File: config.mk
export PLATFORM = sky130hd
export DESIGN_NAME = qrt_timer_block
export DESIGN_NICKNAME = d
export VERILOG_FILES = /design/src/qrt_timer_block.v /design/src/qrt_timer_core.v /design/src/qrt_event_input.v
export VERILOG_INCLUDE_DIRS = /design/src /design/src/src
export SDC_FILE = /design/constraint.sdc
export NUM_CORES = 1
export LEC_CHECK = 0
export ABC_AREA = 1
export CORE_ASPECT_RATIO = 1.75
export CORE_MARGIN = 4
export CORE_UTILIZATION = 60
export CTS_CLUSTER_SIZE = 30
export DETAILED_ROUTE_END_ITERATION = 8
export DONT_BUFFER_PORTS = 1
export GPL_TIMING_DRIVEN = 0
export PLACE_DENSITY = 0.76
export SLEW_MARGIN = 30
export SYNTH_ARGS = -nofsm -noshare
export SYNTH_HDL_FRONTEND = slang
export SYNTH_SLANG_ARGS = --single-unit
File: constraint.sdc
create_clock -name ref_clk -period 4 [get_ports ref_clk]
set_input_delay 0.6 -clock ref_clk [delete_from_list [all_inputs] [get_ports ref_clk]]
set_output_delay 0.6 -clock ref_clk [all_outputs]
set_load 0.03 [all_outputs]
File: src/qrt_regs.vh
`ifndef QRT_REGS_VH
`define QRT_REGS_VH

// ==========================================================
// Register addresses
`define QRT_ADDR_MODE   16'hffc0
`define QRT_ADDR_EVT    16'hffc1
`define QRT_ADDR_PULSE  16'hffc2
`define QRT_ADDR_CTL    16'hffc4
`define QRT_ADDR_RLD    16'hffd0
`define QRT_ADDR_DATA   16'hffd8
`define QRT_ADDR_MASK   16'hffe2
`define QRT_ADDR_FLAG   16'hfff2

// ==========================================================
// Field positions
`define QRT_CTL_DIV_LSB 2
`define QRT_CTL_PRESET  1
`define QRT_CTL_RUN     0
`define QRT_EVT_MODE    2
`define QRT_EVT_NR      1
`define QRT_EVT_POL     0
`define QRT_PULSE_EN    2

// ==========================================================
// Reset values
`define QRT_RST_NIBBLE  4'h0
`define QRT_RST_BYTE    8'h00
`define QRT_RST_BIT     1'b0
`define QRT_EVT_IDLE    1'b1

// ==========================================================
// Timing: low bits of (256*n - 1) and (512*n - 1), divider ends
`define QRT_HOLD8_LOW   8'hff
`define QRT_HOLD16_LOW  9'h1ff
`define QRT_NR_LOW      8'hff
`define QRT_DIV4_END    2'h3
`define QRT_DIV32_END   5'h1f
`define QRT_DIV256_END  8'hff

`endif

File: src/qrt_timer_block.v
`include "qrt_regs.vh"
`default_nettype none

// ==========================================================
// Quad reload timer with event input and pulse output
module qrt_timer_block #(
    parameter PRSW = 3
) (
    input  wire            ref_clk,
    input  wire            resetn,
    input  wire [15:0]     ioAddr,
    input  wire            ioWrEn,
    input  wire            ioRdEn,
    input  wire [3:0]      ioWrData,
    output reg  [3:0]      ioRdData_r,
    input  wire [PRSW-1:0] prescalerSetting,
    input  wire            eventInputPin,
    output wire [3:0]      irqReq,
    output wire            pulseOutputPin
);
    localparam HW = PRSW + 9;

    // ==========================================================
    // Divider tick decode, shared by all four timers
    function selTick;
        input [1:0] sel;
        input [7:0] cnt;
        begin
            case (sel)
                2'd0:    selTick = 1'b1;
                2'd1:    selTick = (cnt[1:0] == `QRT_DIV4_END);
                2'd2:    selTick = (cnt[4:0] == `QRT_DIV32_END);
                2'd3:    selTick = (cnt == `QRT_DIV256_END);
                default: selTick = 1'b0;
            endcase
        end
    endfunction

    // ==========================================================
    // Registers
    reg  [1:0]      widthMode_r;
    reg             eventCountMode_r;
    reg             noiseRejectSelect_r;
    reg             eventEdgePolarity_r;
    reg             pulseOutputEn_r;
    reg  [1:0]      pulseChannelSelect_r;
    reg  [7:0]      clockDivideSelect_r;
    reg  [3:0]      run_r;
    reg  [31:0]     reloadValue_r;
    reg  [3:0]      underflowIrqMask_r;
    reg  [3:0]      underflowIrqFlag_r;
    reg             pulseOutput_r;
    reg  [7:0]      divCnt_r;
    reg  [PRSW+7:0] nrCnt_r;
    reg  [3:0]      rdNxt;

    wire [31:0]     count;
    wire [31:0]     bufView;
    wire [3:0]      underflow;
    wire [3:0]      countTick;
    wire [3:0]      preset;
    wire [3:0]      irqEvent;
    wire            nrTick;
    wire            eventEdge;
    wire [PRSW+7:0] nrLimit;

    wire            isCtl  = ({ioAddr[15:2], 2'b00} == `QRT_ADDR_CTL);
    wire            isRld  = ({ioAddr[15:3], 3'b000} == `QRT_ADDR_RLD);
    wire            isData = ({ioAddr[15:3], 3'b000} == `QRT_ADDR_DATA);
    wire [1:0]      ctlIdx = ioAddr[1:0];
    wire [1:0]      dataIdx = ioAddr[2:1];
    wire            dataRd = ioRdEn & isData;
    wire            wrCtl  = ioWrEn & isCtl;
    // High-order control of a wide pair ignores writes
    wire            ctlBlocked = ctlIdx[0] & widthMode_r[ctlIdx[1]];

    // ==========================================================
    // Free divider and rejector clock
    assign nrLimit = {prescalerSetting, `QRT_NR_LOW};
    assign nrTick  = (nrCnt_r == nrLimit);

    always @(posedge ref_clk or negedge resetn) begin
        if (!resetn) begin
            divCnt_r <= `QRT_RST_BYTE;
            nrCnt_r  <= {(PRSW+8){1'b0}};
        end else begin
            divCnt_r <= divCnt_r + 8'h01;
            nrCnt_r  <= nrTick ? {(PRSW+8){1'b0}} : nrCnt_r + {{(PRSW+7){1'b0}}, 1'b1};
        end
    end

    // ==========================================================
    // Register writes
    always @(posedge ref_clk or negedge resetn) begin
        if (!resetn) begin
            widthMode_r          <= 2'b00;
            eventCountMode_r     <= `QRT_RST_BIT;
            noiseRejectSelect_r  <= `QRT_RST_BIT;
            eventEdgePolarity_r  <= `QRT_RST_BIT;
            pulseOutputEn_r      <= `QRT_RST_BIT;
            pulseChannelSelect_r <= 2'b00;
            clockDivideSelect_r  <= `QRT_RST_BYTE;
            run_r                <= `QRT_RST_NIBBLE;
            reloadValue_r        <= 32'h0000_0000;
            underflowIrqMask_r   <= `QRT_RST_NIBBLE;
        end else if (ioWrEn) begin
            if (ioAddr == `QRT_ADDR_MODE) begin
                widthMode_r <= ioWrData[1:0];
            end
            if (ioAddr == `QRT_ADDR_EVT) begin
                eventCountMode_r    <= ioWrData[`QRT_EVT_MODE];
                noiseRejectSelect_r <= ioWrData[`QRT_EVT_NR];
                eventEdgePolarity_r <= ioWrData[`QRT_EVT_POL];
            end
            if (ioAddr == `QRT_ADDR_PULSE) begin
                pulseOutputEn_r      <= ioWrData[`QRT_PULSE_EN];
                pulseChannelSelect_r <= ioWrData[1:0];
            end
            if (isCtl && !ctlBlocked) begin
                clockDivideSelect_r[{ctlIdx, 1'b0} +: 2] <= ioWrData[`QRT_CTL_DIV_LSB +: 2];
                run_r[ctlIdx]                            <= ioWrData[`QRT_CTL_RUN];
            end
            if (isRld) begin
                reloadValue_r[{ioAddr[2:0], 2'b00} +: 4] <= ioWrData;
            end
            if (ioAddr == `QRT_ADDR_MASK) begin
                underflowIrqMask_r <= ioWrData;
            end
        end
    end

    // ==========================================================
    // Count clocks; wide pairs run from the low-order controls
    assign countTick[0] = run_r[0] & (eventCountMode_r ? eventEdge
                                                       : selTick(clockDivideSelect_r[1:0], divCnt_r));
    assign countTick[1] = widthMode_r[0] ? underflow[0]
                                         : run_r[1] & selTick(clockDivideSelect_r[3:2], divCnt_r);
    assign countTick[2] = run_r[2] & selTick(clockDivideSelect_r[5:4], divCnt_r);
    assign countTick[3] = widthMode_r[1] ? underflow[2]
                                         : run_r[3] & selTick(clockDivideSelect_r[7:6], divCnt_r);

    assign preset[0] = wrCtl & (ctlIdx == 2'd0) & ioWrData[`QRT_CTL_PRESET];
    assign preset[1] = widthMode_r[0] ? preset[0] : wrCtl & (ctlIdx == 2'd1) & ioWrData[`QRT_CTL_PRESET];
    assign preset[2] = wrCtl & (ctlIdx == 2'd2) & ioWrData[`QRT_CTL_PRESET];
    assign preset[3] = widthMode_r[1] ? preset[2] : wrCtl & (ctlIdx == 2'd3) & ioWrData[`QRT_CTL_PRESET];

    qrt_event_input u_event (
        .ref_clk           (ref_clk),
        .resetn            (resetn),
        .eventInputPin     (eventInputPin),
        .nrTick            (nrTick),
        .noiseRejectSelect (noiseRejectSelect_r),
        .eventEdgePolarity (eventEdgePolarity_r),
        .countEdge         (eventEdge)
    );

    // ==========================================================
    // Counters and their read holds
    genvar k;
    generate
        for (k = 0; k < 4; k = k + 1) begin : g_timer
            localparam       IS_HIGH = k % 2;
            localparam [1:0] LOW_IDX = k & 2;
            reg              holdOn_r;
            reg  [7:0]       holdBuf_r;
            reg  [HW-1:0]    holdCnt_r;
            wire             pairWide = widthMode_r[k / 2];
            wire [HW-1:0]    holdLimit = pairWide ? {prescalerSetting, `QRT_HOLD16_LOW}
                                                  : {1'b0, prescalerSetting, `QRT_HOLD8_LOW};
            wire             rdLow  = dataRd & (dataIdx == k) & ~ioAddr[0];
            wire             rdHigh = dataRd & (dataIdx == k) & ioAddr[0];
            wire             partnerLow = dataRd & (dataIdx == LOW_IDX) & ~ioAddr[0];
            wire             wideHigh = (IS_HIGH == 1) & pairWide;
            // Low read of a held wide high half must not re-latch
            wire             latch = (rdLow & ~(wideHigh & holdOn_r)) | (wideHigh & partnerLow);

            qrt_timer_core u_core (
                .ref_clk     (ref_clk),
                .resetn      (resetn),
                .countTick   (countTick[k]),
                .preset      (preset[k]),
                .reloadValue (reloadValue_r[8*k +: 8]),
                .count_r     (count[8*k +: 8]),
                .underflow   (underflow[k])
            );

            always @(posedge ref_clk or negedge resetn) begin
                if (!resetn) begin
                    holdOn_r  <= `QRT_RST_BIT;
                    holdBuf_r <= `QRT_RST_BYTE;
                    holdCnt_r <= {HW{1'b0}};
                end else if (latch) begin
                    holdOn_r  <= 1'b1;
                    holdBuf_r <= count[8*k +: 8];
                    holdCnt_r <= {HW{1'b0}};
                end else if (rdHigh) begin
                    holdOn_r <= 1'b0;
                end else if (holdOn_r) begin
                    if (holdCnt_r == holdLimit) begin
                        holdOn_r <= 1'b0;
                    end else begin
                        holdCnt_r <= holdCnt_r + {{(HW-1){1'b0}}, 1'b1};
                    end
                end
            end

            assign bufView[8*k +: 8] = holdOn_r ? holdBuf_r : count[8*k +: 8];
            // Low half of a wide pair never flags
            assign irqEvent[k] = underflow[k] & ~((IS_HIGH == 0) & pairWide);
        end
    endgenerate

    // ==========================================================
    // Flags: underflow wins over a same-cycle clear
    always @(posedge ref_clk or negedge resetn) begin
        if (!resetn) begin
            underflowIrqFlag_r <= `QRT_RST_NIBBLE;
        end else if (ioWrEn && ioAddr == `QRT_ADDR_FLAG) begin
            underflowIrqFlag_r <= (underflowIrqFlag_r & ~ioWrData) | irqEvent;
        end else begin
            underflowIrqFlag_r <= underflowIrqFlag_r | irqEvent;
        end
    end

    assign irqReq = underflowIrqFlag_r & underflowIrqMask_r;

    // ==========================================================
    // Pulse output
    always @(posedge ref_clk or negedge resetn) begin
        if (!resetn) begin
            pulseOutput_r <= `QRT_RST_BIT;
        end else if (underflow[pulseChannelSelect_r]) begin
            pulseOutput_r <= ~pulseOutput_r;
        end
    end

    // Ungated enable: switching may clip up to half a pulse cycle
    assign pulseOutputPin = pulseOutputEn_r ? pulseOutput_r : 1'b1;

    // ==========================================================
    // Read data, one cycle after the strobe
    always @* begin
        rdNxt = `QRT_RST_NIBBLE;
        if (ioAddr == `QRT_ADDR_MODE) begin
            rdNxt = {2'b00, widthMode_r};
        end else if (ioAddr == `QRT_ADDR_EVT) begin
            rdNxt = {1'b0, eventCountMode_r, noiseRejectSelect_r, eventEdgePolarity_r};
        end else if (ioAddr == `QRT_ADDR_PULSE) begin
            rdNxt = {1'b0, pulseOutputEn_r, pulseChannelSelect_r};
        end else if (isCtl) begin
            rdNxt = {clockDivideSelect_r[{ctlIdx, 1'b0} +: 2], 1'b0, run_r[ctlIdx]};
        end else if (isRld) begin
            rdNxt = reloadValue_r[{ioAddr[2:0], 2'b00} +: 4];
        end else if (isData) begin
            rdNxt = bufView[{ioAddr[2:0], 2'b00} +: 4];
        end else if (ioAddr == `QRT_ADDR_MASK) begin
            rdNxt = underflowIrqMask_r;
        end else if (ioAddr == `QRT_ADDR_FLAG) begin
            rdNxt = underflowIrqFlag_r;
        end
    end

    always @(posedge ref_clk or negedge resetn) begin
        if (!resetn) begin
            ioRdData_r <= `QRT_RST_NIBBLE;
        end else if (ioRdEn) begin
            ioRdData_r <= rdNxt;
        end
    end
endmodule // qrt_timer_block

`default_nettype wire

File: src/qrt_timer_core.v
`include "qrt_regs.vh"
`default_nettype none

// ==========================================================
// Eight-bit reloadable down counter
module qrt_timer_core (
    input  wire       ref_clk,
    input  wire       resetn,
    input  wire       countTick,
    input  wire       preset,
    input  wire [7:0] reloadValue,
    output reg  [7:0] count_r,
    output wire       underflow
);
    assign underflow = countTick & (count_r == `QRT_RST_BYTE);

    always @(posedge ref_clk or negedge resetn) begin
        if (!resetn) begin
            count_r <= `QRT_RST_BYTE;
        end else if (preset) begin
            count_r <= reloadValue;
        end else if (underflow) begin
            count_r <= reloadValue;
        end else if (countTick) begin
            count_r <= count_r - 8'h01;
        end
    end
endmodule // qrt_timer_core

`default_nettype wire

File: src/qrt_event_input.v
`include "qrt_regs.vh"
`default_nettype none

// ==========================================================
// Event pin conditioning for timer 0
module qrt_event_input (
    input  wire ref_clk,
    input  wire resetn,
    input  wire eventInputPin,
    input  wire nrTick,
    input  wire noiseRejectSelect,
    input  wire eventEdgePolarity,
    output wire countEdge
);
    reg  sync1_r;
    reg  sync2_r;
    reg  nrStage_r;
    reg  nrOut_r;
    reg  lvlPrev_r;
    wire lvl;

    // Two flops; only the second is looked at
    always @(posedge ref_clk or negedge resetn) begin
        if (!resetn) begin
            sync1_r <= `QRT_EVT_IDLE;
            sync2_r <= `QRT_EVT_IDLE;
        end else begin
            sync1_r <= eventInputPin;
            sync2_r <= sync1_r;
        end
    end

    // Level must agree on two rejector ticks in a row
    always @(posedge ref_clk or negedge resetn) begin
        if (!resetn) begin
            nrStage_r <= `QRT_EVT_IDLE;
            nrOut_r   <= `QRT_EVT_IDLE;
        end else if (nrTick) begin
            nrStage_r <= sync2_r;
            if (nrStage_r == sync2_r) begin
                nrOut_r <= sync2_r;
            end
        end
    end

    assign lvl = noiseRejectSelect ? nrOut_r : sync2_r;

    always @(posedge ref_clk or negedge resetn) begin
        if (!resetn) begin
            lvlPrev_r <= `QRT_EVT_IDLE;
        end else begin
            lvlPrev_r <= lvl;
        end
    end

    // Switching the filter can fake one edge; switching polarity cannot
    assign countEdge = eventEdgePolarity ? (lvl & ~lvlPrev_r) : (~lvl & lvlPrev_r);
endmodule // qrt_event_input

`default_nettype wire

=== Word-level counts from Yosys, hierarchy flattened ===
Index checks and enable logic that the tools add are counted.
Widths: inputs -> output; s select.

* Flip-flop bits (word level): 205
* Latch bits: 0
* Bits in writable memories: 0
* ROM bits: 0
* Logic and storage cells: 274
* Memories: 0

* Add/subtract/negate cells: 12
* Multipliers: 0
* Div/mod/pow operators: 0
* Order comparisons: 4
* Equality and inequality tests: 43
* Shifts and indexed selects: 7
* Muxes and demuxes: 83
* Bitwise gates (word level): 56
* Reduce and logical (&&, ||, !) cells: 33

{| class="wikitable"
|+ Operators by type and width
! kind !! number
|-
| $mux 12 || 18
|-
| $mux 8 || 16
|-
| $eq 16x16->1 const B || 5
|-
| $shiftx 32x6->4 || 2
|-
| $add 12x1->12 const B || 4
|-
| $eq 12x12->1 || 4
|-
| $and 1x1->1 || 41
|-
| $mux 4 || 9
|-
| $bwmux 32 || 1
|-
| $logic_not 8->1 || 4
|-
| $shift 4x7->32 const A || 1
|-
| $shiftx 4x7->32 || 1
|-
| $sub 8x1->8 const B || 4
|-
| $mux 1 || 29
|-
| $eq 13x13->1 const B || 2
|-
| $eq 2x2->1 const B || 13
|-
| $pmux 1 s4 || 4
|-
| $eq 14x14->1 const B || 1
|-
| $reduce_and 2->1 || 7
|-
| $eq 2x1->1 const B || 6
|-
| $logic_not 2->1 || 6
|-
| $reduce_and 3->1 || 4
|-
| $reduce_bool 3->1 || 4
|-
| $add 11x1->11 const B || 1
|-
| other kinds (28) || 51
|}

=== Depth between registers and ports, before layout ===
Gate-level depths: netlist (run 1).

* Word-level depth: 11
* Depth in mapped cells: 17

=== By module ===
From an unflattened synthesis (run 1), not the netlist that was laid out.

* Cells, all modules: 1736
* Area, all modules: 12714.7 sq um

{| class="wikitable"
|+ By module, submodules not included
! module !! instances !! cells each !! area each (sq um) !! seq. area each (sq um)
|-
| qrt_timer_block || 1 || 1296 || 9865.7 || 4204.0
|-
| qrt_timer_core || 4 || 104 || 659.4 || 200.2
|-
| qrt_event_input || 1 || 24 || 211.5 || 131.4
|}

=== Worst setup path before layout (run 1) ===
OpenSTA, ideal clock, no wires.

* Path type: input-to-reg
* From: input port ioAddr[0]
* To: register reloadValue_r[16]
* Setup time: 0.128 ns
* Arrival time: 2.723 ns
* Required time: 3.872 ns
* Path slack: 1.148 ns
* Stages on the path: 12
* Buffers on the path: 4
* Cell sequence: buf_2 -> inv_1 -> clkbuf_1 -> buf_2 -> ha_1 -> ha_1 -> clkbuf_1 -> inv_1 -> nor3_1 -> nand3_1 -> nor2_1 -> a21oi_1

* Cells in the longest elaborated chain, start to end: 3
* Elaborated cells on any way between the ends: 4

{| class="wikitable"
|+ RTL lines
! item !! RTL line !! RTL
|-
| start, declared || qrt_timer_block.v:11 || <nowiki>input wire [15:0] ioAddr,</nowiki>
|-
| $neg 5->7 * || qrt_timer_block.v:124 || <nowiki>reloadValue_r[{ioAddr[2:0], 2'b00} +: 4] <= ioWrData;</nowiki>
|-
| $shiftx 4x7->32 / $shift 4x7->32 (equally long branches) || qrt_timer_block.v:124 ||
|-
| $bwmux 32 * || qrt_timer_block.v:124 ||
|-
| end signal, assigned by index || qrt_timer_block.v:124 ||
|-
| end, declared || qrt_timer_block.v:49 || <nowiki>reg [31:0] reloadValue_r;</nowiki>
|}

Mark *: on every way between the ends. The rest lies on a longest branch, timed or not.
A chain may end at the register's enable or synchronous reset.

=== Worst setup path after layout (run 1) ===
* From: input port ioAddr[0]
* To: register widthMode_r[0]

* Cells in the longest elaborated chain, start to end: 2

{| class="wikitable"
|+ RTL lines
! item !! RTL line !! RTL
|-
| $eq 16x16->1 (no line) || -- ||
|-
| $reduce_and 2->1 (no line) || -- ||
|-
| end signal, assigned || qrt_timer_block.v:108 || <nowiki>widthMode_r <= ioWrData[1:0];</nowiki>
|-
| end, declared || qrt_timer_block.v:41 || <nowiki>reg [1:0] widthMode_r;</nowiki>
|}

No other way between the ends.

==> out/qor.csv, run 1 <==
stage;metric;value;unit
place;dp.final_hpwl;24900;um
floorplan;fp.dieH;194;um
floorplan;start_util;0.615;
cts;clock_latency;0.50;ns
yosys;synthMuxAreaShare;0;
yosys;avgSynthCellArea;7.38;um2
setup_path;r2r_slack;1.31;ns
pwr;ir_worst_vdd;337;uV
place;globalplace.congestion;0.987;
yosys;synth-seq-cells;205;
yosys;synth_area_leaders;dfrtp_1 (42%), nand2_1 (14%), o21ai_0 (6.2%);
yosys;synth_compound_area_frac;0.123;
timing;tns;0;ns
setup_path;r2r-end;g_timer[3].u_core.count_r[0]$_DFFE_PN0P_;
setup_path;start_kind;input pin;
floorplan;row_count;67;
setup_path;worstPathArrival;4.05;ns
yosys;synth_xor_area_frac;0.0456;
route;drc;0;
global_routing;antenna_found_initial;0;
yosys;synth_area;11900;um2
yosys;synthFlopType;dfrtp_1;
min_path;hold_class;in2async;
cts;path_clk_slew;0.06;ns
yosys;synthAdderAreaFrac;0.0179;
timing;rsz0062_at_grt;no;
yosys;synth.net_count;1659;
setup_path;worstSetupEndpoint;widthMode_r[0]$_DFFE_PN0P_;
yosys;synth.most_common_cell;nand2_1;
place;postPlaceCellArea;12200;um2
global_routing;grt_pass1_wl;54400;um
timing;setup_viol;0;
global_routing;grt-ovfl-total;0;
cts;clockBufferDepth;3;
status;violations;negative hold slack;
timing;finalMaxSlewViolations;0;
global_routing;track_usage;0.306;
floorplan;die_area;22300;um2
yosys;synthArstFlopShare;1.00;
setup_path;rr_worst_depth;13;
finish;fill_cells;1774;
finish;diodes;0;
yosys;yosysTopAreaCellShare;0.420;
status;status;finished, violations left;
finish;drive_gt1_frac;0.0582;
setup_path;worstSetupEndpointType;register;
yosys;synth_top_family_by_area;simple AND/OR/NAND/NOR gates;
setup_path;r2r-start;divCnt_r[0]$_DFF_PN0_;
yosys;synth-simple-area-share;0.302;
global_routing;grt_max_degree;206;
route;vias_per_cell;5.77;
timing;fmax;269;MHz
flow_run;cap_violations;0;
timing;hold_slack;-0.210;ns
floorplan;io_pins;37;
yosys;yosysWarnings;0;
setup_path;path_class;in2reg;
cts;cts_buffers;21;
timing;hold_violations;200;
finish;area_growth;7.90;%
yosys;synthCells;1614;
timing;finalCriticalPeriod;3.72;ns
setup_path;critPathRequiredTime;4.33;ns
timing;slew_headroom;0.482;
cts;cts_sinks;205;
pwr;powerDensity;326;nW/um2
route;firstDrtPassIters;5;
yosys;seq_area_frac_synth;0.431;
route;drtIter0Drc;844;
route;drt-total-wl;33600;um
yosys;synth.distinct_cells;45;
setup_path;cp_max_fo;12;
yosys;yosysTopAreaCell;dfrtp_1;
timing;skew;0.00788;ns
setup_path;startpoint;ioAddr[0];
finish;nNetsFinal;1682;
route;ant_nets;0;
place;port_buffers;0;
route;num_vias;10900;
floorplan;core_area;19400;um2
route;wl_per_cell;17.8;um
pwr;power;4.19;mW
yosys;yosys-top-cells-count;nand2_1 (433), dfrtp_1 (200), inv_1 (187);
cts;cts_tree;done;
yosys;synth_edf_count;0;
finish;fin_area;12900;um2
global_routing;grt_pass1_vias;10700;
timing;worst_pin_slew;0.776;ns
timing;finalCritPeriodShare;0.931;
cts;htree_levels;1;
pwr;leakage;6.01;nW
floorplan;dieWidth;115;um
cts;cts_root_buf;clkbuf_16;
## per-layer routing
layer | global-route usage | up-vias | wire length [um]
li1 | - | 5335 | -
met1 | 0.354 | 5082 | 12500
met2 | 0.529 | 367 | 16900
met3 | 0.0361 | 129 | 1710
met4 | 0.187 | 0 | 2450
met5 | 0 | - | 0
## cells by family after synthesis
logic type / Yosys count
xor+xnor: 62
flops: 205
buf+inv: 237
simple gates: 818
fa+ha+maj: 17
compound gates: 275
## worst min-delay path by stage
stage          cells past startpoint                             endpoint    from  slack (ns)
3_3_place_gp                       0                 nrCnt_r[2]$_DFF_PN0_  resetn        0.31
3_5_place_dp                       0                 nrCnt_r[2]$_DFF_PN0_  resetn        0.31
4_1_cts                            0                 nrCnt_r[2]$_DFF_PN0_  resetn       -0.22
2_1_floorplan                      0   clockDivideSelect_r[0]$_DFFE_PN0P_  resetn        0.30
6_report                           0                 nrCnt_r[2]$_DFF_PN0_  resetn       -0.21
5_1_grt                            0  g_timer[2].holdCnt_r[2]$_DFFE_PN0P_  resetn       -0.22
## worst max-delay path, cell delays in order
cell	delay [ns]
buf_2	0.20
inv_1	0.29
clkbuf_1	0.52
buf_2	0.37
ha_1	0.44
inv_1	0.27
nor4_1	0.64
nand2_1	0.21
o21ai_0	0.50
## power by group
group | switching (mW) | internal [mW] | leakage, nW
registers | 0.0145 | 2.09 | 2.46
logic | 0.142 | 0.0545 | 3.25
clock network | 0.801 | 1.09 | 0.310
total | 0.958 | 3.23 | 6.01
## cells in the final DEF, fill, tap and decap left out, types with 4 or more instances in the layout
cell	count
nand2_1	433
dfrtp_1	200
inv_1	187
o21ai_0	147
nand3_1	136
nor2_1	125
xor2_1	56
a21oi_1	48
o21ai_1	44
nand4_1	42
nor3_1	28
clkbuf_1	24
clkbuf_16	21
ha_1	17
buf_2	14
nor4_1	13
nand2_2	12
o31ai_1	10
inv_2	9
nand3b_1	9
o211ai_1	7
a31oi_1	7
xnor2_1	6
buf_4	6
nor2_2	5
o22ai_1	5
dfstp_2	5
nand2_4	4
## state kept, by name, indices dropped and copies added, names as in the netlist, 2 cells and up
signal and flops:
clockDivideSelect_r 8, divCnt_r 8, g_timer.holdBuf_r 32, g_timer.holdCnt_r 48, g_timer.holdOn_r 4, g_timer.u_core.count_r 32
ioRdData_r 4, nrCnt_r 11, pulseChannelSelect_r 2, reloadValue_r 32, run_r 4, underflowIrqFlag_r 4
underflowIrqMask_r 4, widthMode_r 2
## timing repair
action	4_1_cts	5_1_grt
setup buffers	0	0
hold endpoints to repair	205	202
endpoints found under the setup margin	0	0
resized for setup	0	0
## cell type report
cell class                 instances  area, um2  area share
sequential                       205       5140       0.400
clock buffer                      34        604      0.0470
buffer                            39        209      0.0163
tap                              241        302      0.0235
inverter                         198        748      0.0582
multi-input combinational       1172       5820       0.453
clock inverter                     2       35.0     0.00273
## metrics by stage
| step | setup WS [ns] | instances | utilization |
|---|---|---|---|
| floorplan | 1.15 | 1614 | - |
| global placement | -0.193 | 1855 | 0.631 |
| detailed placement | -0.111 | 1855 | 0.631 |
| CTS | 0.392 | 1891 | 0.664 |
| global route | 0.232 | 1891 | 0.664 |
| finish | 0.276 | 1891 | 0.664 |
(Power assumes the default switching activity.)
==> inputs of run 2 (changes only) <==
- CORE_UTILIZATION: 60 -> 45
- PLACE_DENSITY: 0.76 -> default
==> out/qor.csv, run 2 (synthesis gave the netlist of run 1 again) <==
stage;metric;value;unit;change
place;globalplace.congestion;0.965;;was 0.987
finish;regMostFlops;g_timer.holdCnt_r;;unchanged
min_path;hold_class;in2async;;unchanged
finish;most-common-layout-cells;nand2_1 (433), dfrtp_1 (200), inv_1 (187);;unchanged
setup_path;r2r-start;divCnt_r[0]$_DFF_PN0_;;unchanged
route;drtIter0Drc;720;;was 844
finish;diodes;0;;unchanged
floorplan;core_area;26100;um2;was 19400 um2
route;vias_per_cell;5.45;;was 5.77
finish;fill_cells;2581;;was 1774
finish;nNetsFinal;1683;;was 1682
finish;largest_reg_flops;48;;unchanged
setup_path;r2r_slack;1.20;ns;was 1.31 ns
pwr;leakage;6.05;nW;was 6.01 nW
cts;path_clk_slew;0.06;ns;about the same
setup_path;rr_worst_depth;13;;unchanged
route;drt-total-wl;35100;um;was 33600 um
global_routing;grt-ovfl-total;0;;unchanged
route;wl_per_cell;17.8;um;about the same
place;port_buffers;0;;unchanged
setup_path;r2r-end;g_timer[3].u_core.count_r[0]$_DFFE_PN0P_;;unchanged
route;ant_nets;0;;unchanged
floorplan;row_count;78;;was 67
route;num_vias;10800;;was 10900
timing;hold_violations;202;;was 200
floorplan;die_area;29200;um2;was 22300 um2
pwr;ir_worst_vdd;335;uV;was 337 uV
timing;fmax;279;MHz;was 269 MHz
setup_path;worstSetupEndpointType;register;;unchanged
timing;tns;0;ns;unchanged
timing;finalCriticalPeriod;3.59;ns;was 3.72 ns
timing;setup_viol;0;;unchanged
cts;clock_latency;0.53;ns;was 0.50 ns
timing;worst_pin_slew;0.790;ns;was 0.776 ns
place;dp.final_hpwl;26300;um;was 24900 um
timing;skew;0.0166;ns;was 0.00788 ns
setup_path;worstPathArrival;3.96;ns;was 4.05 ns
cts;cts_root_buf;clkbuf_16;;unchanged
cts;htree_levels;1;;unchanged
pwr;p_sw_frac;0.237;;was 0.228
global_routing;grt_pass1_vias;10700;;about the same
timing;slew_headroom;0.473;;was 0.482
cts;cts_setup_buffers;0;;unchanged
finish;seq_area;5140;um2;unchanged
pwr;comb_power_share;0.046;;was 0.047
timing;finalMaxSlewViolations;0;;unchanged
place;postPlaceCellArea;12300;um2;was 12200 um2
global_routing;grt_pass1_wl;56000;um;was 54400 um
global_routing;track_usage;0.244;;was 0.306
floorplan;fp.dieH;223;um;was 194 um
pwr;p_seq_frac;0.486;;was 0.501
cts;cts_tree;done;;unchanged
flow_run;cap_violations;0;;unchanged
status;status;finished, violations left;;unchanged
route;firstDrtPassIters;6;;was 5
cts;clockBufferDepth;3;;unchanged
cts;cts.repair.resized;0;;unchanged
global_routing;antenna_found_initial;0;;unchanged
place;placedCellCount;1934;;was 1855
finish;drive_gt1_frac;0.0617;;was 0.0582
finish;multi_input_area;5820;um2;unchanged
floorplan;io_pins;37;;unchanged
route;drc;0;;unchanged
status;violations;negative hold slack;;unchanged
timing;rsz0062_at_grt;no;;unchanged
global_routing;grt_max_degree;206;;unchanged
setup_path;cp_max_fo;12;;unchanged
cts;cts_buffers;22;;was 21
timing;hold_slack;-0.236;ns;was -0.210 ns
setup_path;start_kind;input pin;;unchanged
finish;final_common_cell;nand2_1;;unchanged
setup_path;critPathRequiredTime;4.37;ns;was 4.33 ns
finish;fin_area;13000;um2;was 12900 um2
pwr;p_int;3.30;mW;was 3.23 mW
pwr;p_clk_frac;0.469;;was 0.452
finish;final_cells;1974;;was 1891
finish;final_util;0.499;;was 0.664
finish;area_growth;9.25;%;was 7.90%
timing;finalCritPeriodShare;0.897;;was 0.931
pwr;powerDensity;333;nW/um2;was 326 nW/um2
pwr;power.switching;1.03;mW;was 0.958 mW
floorplan;start_util;0.457;;was 0.615
setup_path;path_class;in2reg;;unchanged
floorplan;dieWidth;131;um;was 115 um
cts;cts_sinks;205;;unchanged
[run 2: area by class of cell]
cell class,instances,area share
buffer,39,0.0161
clock buffer,34,0.0488
clock inverter,6,0.00510
inverter,198,0.0575
multi-input combinational,1172,0.447
sequential,205,0.395
tap,320,0.0308
[run 2: power by group through the flow]
stage / registers (mW) / logic (mW) / clock network (mW)
final: 2.10 / 0.199 / 2.03
after CTS: 2.10 / 0.197 / 2.07
after detailed placement: 2.14 / 0.196 / 0
after floorplan: 2.14 / 0.134 / 0
after global routing: 2.10 / 0.220 / 2.16
after global placement: 2.14 / 0.194 / 0
[run 2: worst max path at each step]
stage / from / end / slack (ns) / depth (start not counted)
2_1_floorplan: ioAddr[0] / reloadValue_r[16]$_DFFE_PN0P_ / 1.15 / 12
3_3_place_gp: ioAddr[0] / widthMode_r[0]$_DFFE_PN0P_ / -0.15 / 9
3_5_place_dp: ioAddr[0] / widthMode_r[0]$_DFFE_PN0P_ / -0.08 / 9
4_1_cts: ioAddr[0] / widthMode_r[0]$_DFFE_PN0P_ / 0.46 / 9
5_1_grt: ioAddr[0] / widthMode_r[0]$_DFFE_PN0P_ / 0.28 / 9
6_report: ioAddr[0] / widthMode_r[0]$_DFFE_PN0P_ / 0.41 / 9
[run 2: layer usage]
layer	part of all wire	routed length, um	track usage	vias to the layer above
met2	0.51	18100	0.428	277
met5	0	0	0	-
met4	0.071	2480	0.149	0
met3	0.044	1540	0.0311	116
met1	0.37	13000	0.273	5029
li1	-	-	-	5341
[run 2: metrics by stage]
stage / setup slack, ns / power, mW / hold WS (ns)
floorplan: 1.15 / 2.27 / 0.304
global placement: -0.153 / 2.33 / 0.311
detailed placement: -0.0807 / 2.34 / 0.312
CTS: 0.463 / 4.37 / -0.250
global route: 0.276 / 4.48 / -0.253
finish: 0.412 / 4.33 / -0.236
[run 2: critical path, cell delays in order]
cell	delay [ns]
buf_2	0.21
inv_1	0.29
clkbuf_1	0.50
buf_2	0.39
ha_1	0.45
inv_1	0.27
nor4_1	0.63
nand2_1	0.20
o21ai_0	0.41
==> inputs of run 3 (changes only) <==
--- a/config.mk
+++ b/config.mk
@@ -9,3 +9,3 @@
 export ABC_AREA = 1
-export CORE_ASPECT_RATIO = 1.75
+export CORE_ASPECT_RATIO = 0.75
 export CORE_MARGIN = 4
==> constraint.sdc (replaced) <==
create_clock -name ref_clk -period 4 [get_ports ref_clk]
set_input_delay 0.4 -clock ref_clk [delete_from_list [all_inputs] [get_ports ref_clk]]
set_output_delay 0.4 -clock ref_clk [all_outputs]
set_load 0.03 [all_outputs]
==> out/qor.csv, run 3 (synthesis gave the netlist of run 1 again) <==
stage;metric;value;unit;change
floorplan;row_count;51;;was 78
setup_path;critPathRequiredTime;4.46;ns;was 4.37 ns
finish;diodes;0;;unchanged
finish;drive_gt1_frac;0.0622;;was 0.0617
finish;area_growth;10.0;%;was 9.25%
pwr;ir_worst_vdd;306;uV;was 335 uV
route;firstDrtPassIters;7;;was 6
setup_path;max_stage_delay;0.54;ns;was 0.63 ns
pwr;p_seq_frac;0.478;;was 0.486
cts;clock_latency;0.56;ns;was 0.53 ns
route;vias_per_cell;5.40;;was 5.45
finish;final_common_cell;nand2_1;;unchanged
finish;nNetsFinal;1686;;was 1683
setup_path;cp_slowest_cell;clkbuf_1;;was nor4_1
timing;hold_slack;-0.425;ns;was -0.236 ns
cts;cts_buffers;23;;was 22
finish;fill_cells;2630;;was 2581
setup_path;start_kind;input pin;;unchanged
timing;rsz0062_at_grt;no;;unchanged
finish;seq_area;5140;um2;unchanged
floorplan;io_pins;37;;unchanged
pwr;comb_power_share;0.046;;about the same
pwr;p_sw_frac;0.236;;was 0.237
cts;cts.repair.resized;0;;unchanged
global_routing;antenna_found_initial;0;;unchanged
setup_path;path_class;in2reg;;unchanged
finish;largest_reg_flops;48;;unchanged
cts;cts_setup_buffers;0;;unchanged
setup_path;r2r-start;divCnt_r[0]$_DFF_PN0_;;unchanged
pwr;p_int;3.36;mW;was 3.30 mW
timing;hold_violations;205;;was 202
global_routing;track_usage;0.234;;was 0.244
setup_path;worstPathArrival;3.69;ns;was 3.96 ns
pwr;leakage;6.08;nW;was 6.05 nW
route;drc;0;;unchanged
floorplan;fp.dieH;149;um;was 223 um
floorplan;dieWidth;196;um;was 131 um
floorplan;core_area;26000;um2;was 26100 um2
flow_run;cap_violations;0;;unchanged
setup_path;startpoint;ioAddr[0];;unchanged
global_routing;grt_max_degree;206;;unchanged
pwr;powerDensity;336;nW/um2;was 333 nW/um2
finish;multi_input_area;5820;um2;unchanged
cts;path_clk_slew;0.06;ns;about the same
timing;worst_pin_slew;0.719;ns;was 0.790 ns
global_routing;grt_pass1_wl;55200;um;was 56000 um
setup_path;path_cells;buf_2 > inv_1 > clkbuf_1 > buf_2 > ha_1 > ha_1 > clkbuf_1 > nor2_1 > nand3_1 > o31ai_1;;was buf_2 > inv_1 > clkbuf_1 > buf_2 > ha_1 > inv_1 > nor4_1 > nand2_1 > o21ai_0
timing;finalCritPeriodShare;0.808;;was 0.897
timing;skew;0.0334;ns;was 0.0166 ns
status;status;finished, violations left;;unchanged
min_path;hold_class;in2async;;unchanged
cts;clockBufferDepth;3;;unchanged
finish;most-common-layout-cells;nand2_1 (433), dfrtp_1 (200), inv_1 (187);;unchanged
cts;htree_levels;1;;unchanged
setup_path;cp_max_fo;12;;unchanged
floorplan;start_util;0.458;;was 0.457
timing;tns;0;ns;unchanged
finish;regMostFlops;g_timer.holdCnt_r;;unchanged
timing;fmax;309;MHz;was 279 MHz
setup_path;worstSetupEndpointType;register;;unchanged
timing;finalMaxSlewViolations;0;;unchanged
timing;setup_slack;0.768;ns;was 0.412 ns
pwr;power.switching;1.04;mW;was 1.03 mW
pwr;power;4.40;mW;was 4.33 mW
timing;slew_headroom;0.521;;was 0.473
global_routing;grt_pass1_vias;9990;;was 10700
global_routing;grt-ovfl-total;0;;unchanged
place;post-place-ws;0.333;ns;was -0.0807 ns
cts;cts_root_buf;clkbuf_16;;unchanged
route;drtIter0Drc;958;;was 720
pwr;p_clk_frac;0.476;;was 0.469
route;num_vias;10800;;about the same
place;port_buffers;0;;unchanged
cts;holdBufCountCts;2;;
route;ant_nets;0;;unchanged
place;dp.final_hpwl;24800;um;was 26300 um
cts;cts_tree;done;;unchanged
cts;cts_sinks;205;;unchanged
route;wl_per_cell;16.9;um;was 17.8 um
timing;finalCriticalPeriod;3.23;ns;was 3.59 ns
floorplan;die_area;29200;um2;about the same
place;globalplace.congestion;0.941;;was 0.965
status;violations;negative hold slack;;unchanged
timing;setup_viol;0;;unchanged
route;drt-total-wl;33900;um;was 35100 um
==> run 3: cell types whose count changed in the layout (fill, tap and decap cells not counted) <==
cell,delta
bufinv_16,-1
clkbuf_16,+1
clkbuf_8,+4
clkinv_2,-3
clkinv_8,-1
dlygate4sd3_1,+2
inv_16,+1
==> run 3: layer usage <==
metal / track usage / vias to the layer above / part of all wire / wire [um]
met5: 0 / - / 0 / 0
met3: 0.0653 / 57 / 0.094 / 3170
met4: 0.0618 / 0 / 0.029 / 968
li1: - / 5352 / - / -
met1: 0.373 / 5014 / 0.50 / 16900
met2: 0.308 / 383 / 0.38 / 12900
==> run 3: layout make-up <==
type | count | share of cell area
timing repair buffer | 2 | 0.00153
inverter | 198 | 0.0571
buffer | 39 | 0.0159
tap | 344 | 0.0328
multi-input combinational | 1172 | 0.444
clock inverter | 2 | 0.00191
sequential | 205 | 0.392
clock buffer | 39 | 0.0546
==> run 3: power by group through the flow <==
stage | Combinational [mW] | Sequential (mW) | Clock, mW
2_1_floorplan | 0.134 | 2.14 | 0
3_3_place_gp | 0.194 | 2.14 | 0
3_5_place_dp | 0.195 | 2.14 | 0
4_1_cts | 0.198 | 2.10 | 2.14
5_1_grt | 0.223 | 2.10 | 2.23
6_report | 0.204 | 2.10 | 2.09
==> run 3: final timing paths <==
kind | end | slack (ns) | cells after the start
max in group asynchronous | run_r[1]$_DFFE_PN0P_ | 4.08 | 0
worst min register to register | u_event.sync2_r$_DFF_PN1_ | 0.36 | 0
worst max-delay path | reloadValue_r[31]$_DFFE_PN0P_ | 0.77 | 10
min in group ref_clk | ioRdData_r[0]$_DFFE_PN0P_ | 0.01 | 2
worst min-delay path | g_timer[3].holdCnt_r[6]$_DFFE_PN0P_ | -0.42 | 0
worst max register to register | g_timer[3].u_core.count_r[5]$_DFFE_PN0P_ | 1.09 | 14
==> run 3: stage by stage <==
stage	utilization	cells	instance area, um2	hold WS [ns]
after floorplan	-	1614	11900	0.104
after global placement	0.474	1958	12300	0.116
after detailed placement	0.474	1958	12300	0.117
after CTS	0.503	2001	13100	-0.467
after global routing	0.503	2001	13100	-0.452
final	0.503	2001	13100	-0.425
==> run 3: worst max-delay path: cells and delay by family <==
kind,cells,cell delay [ns]
AO/OA/AOI/OAI,1,0.28
adder cells (fa/ha/maj),2,0.70
buffers and inverters,5,1.70
AND/OR/NAND/NOR,2,0.59
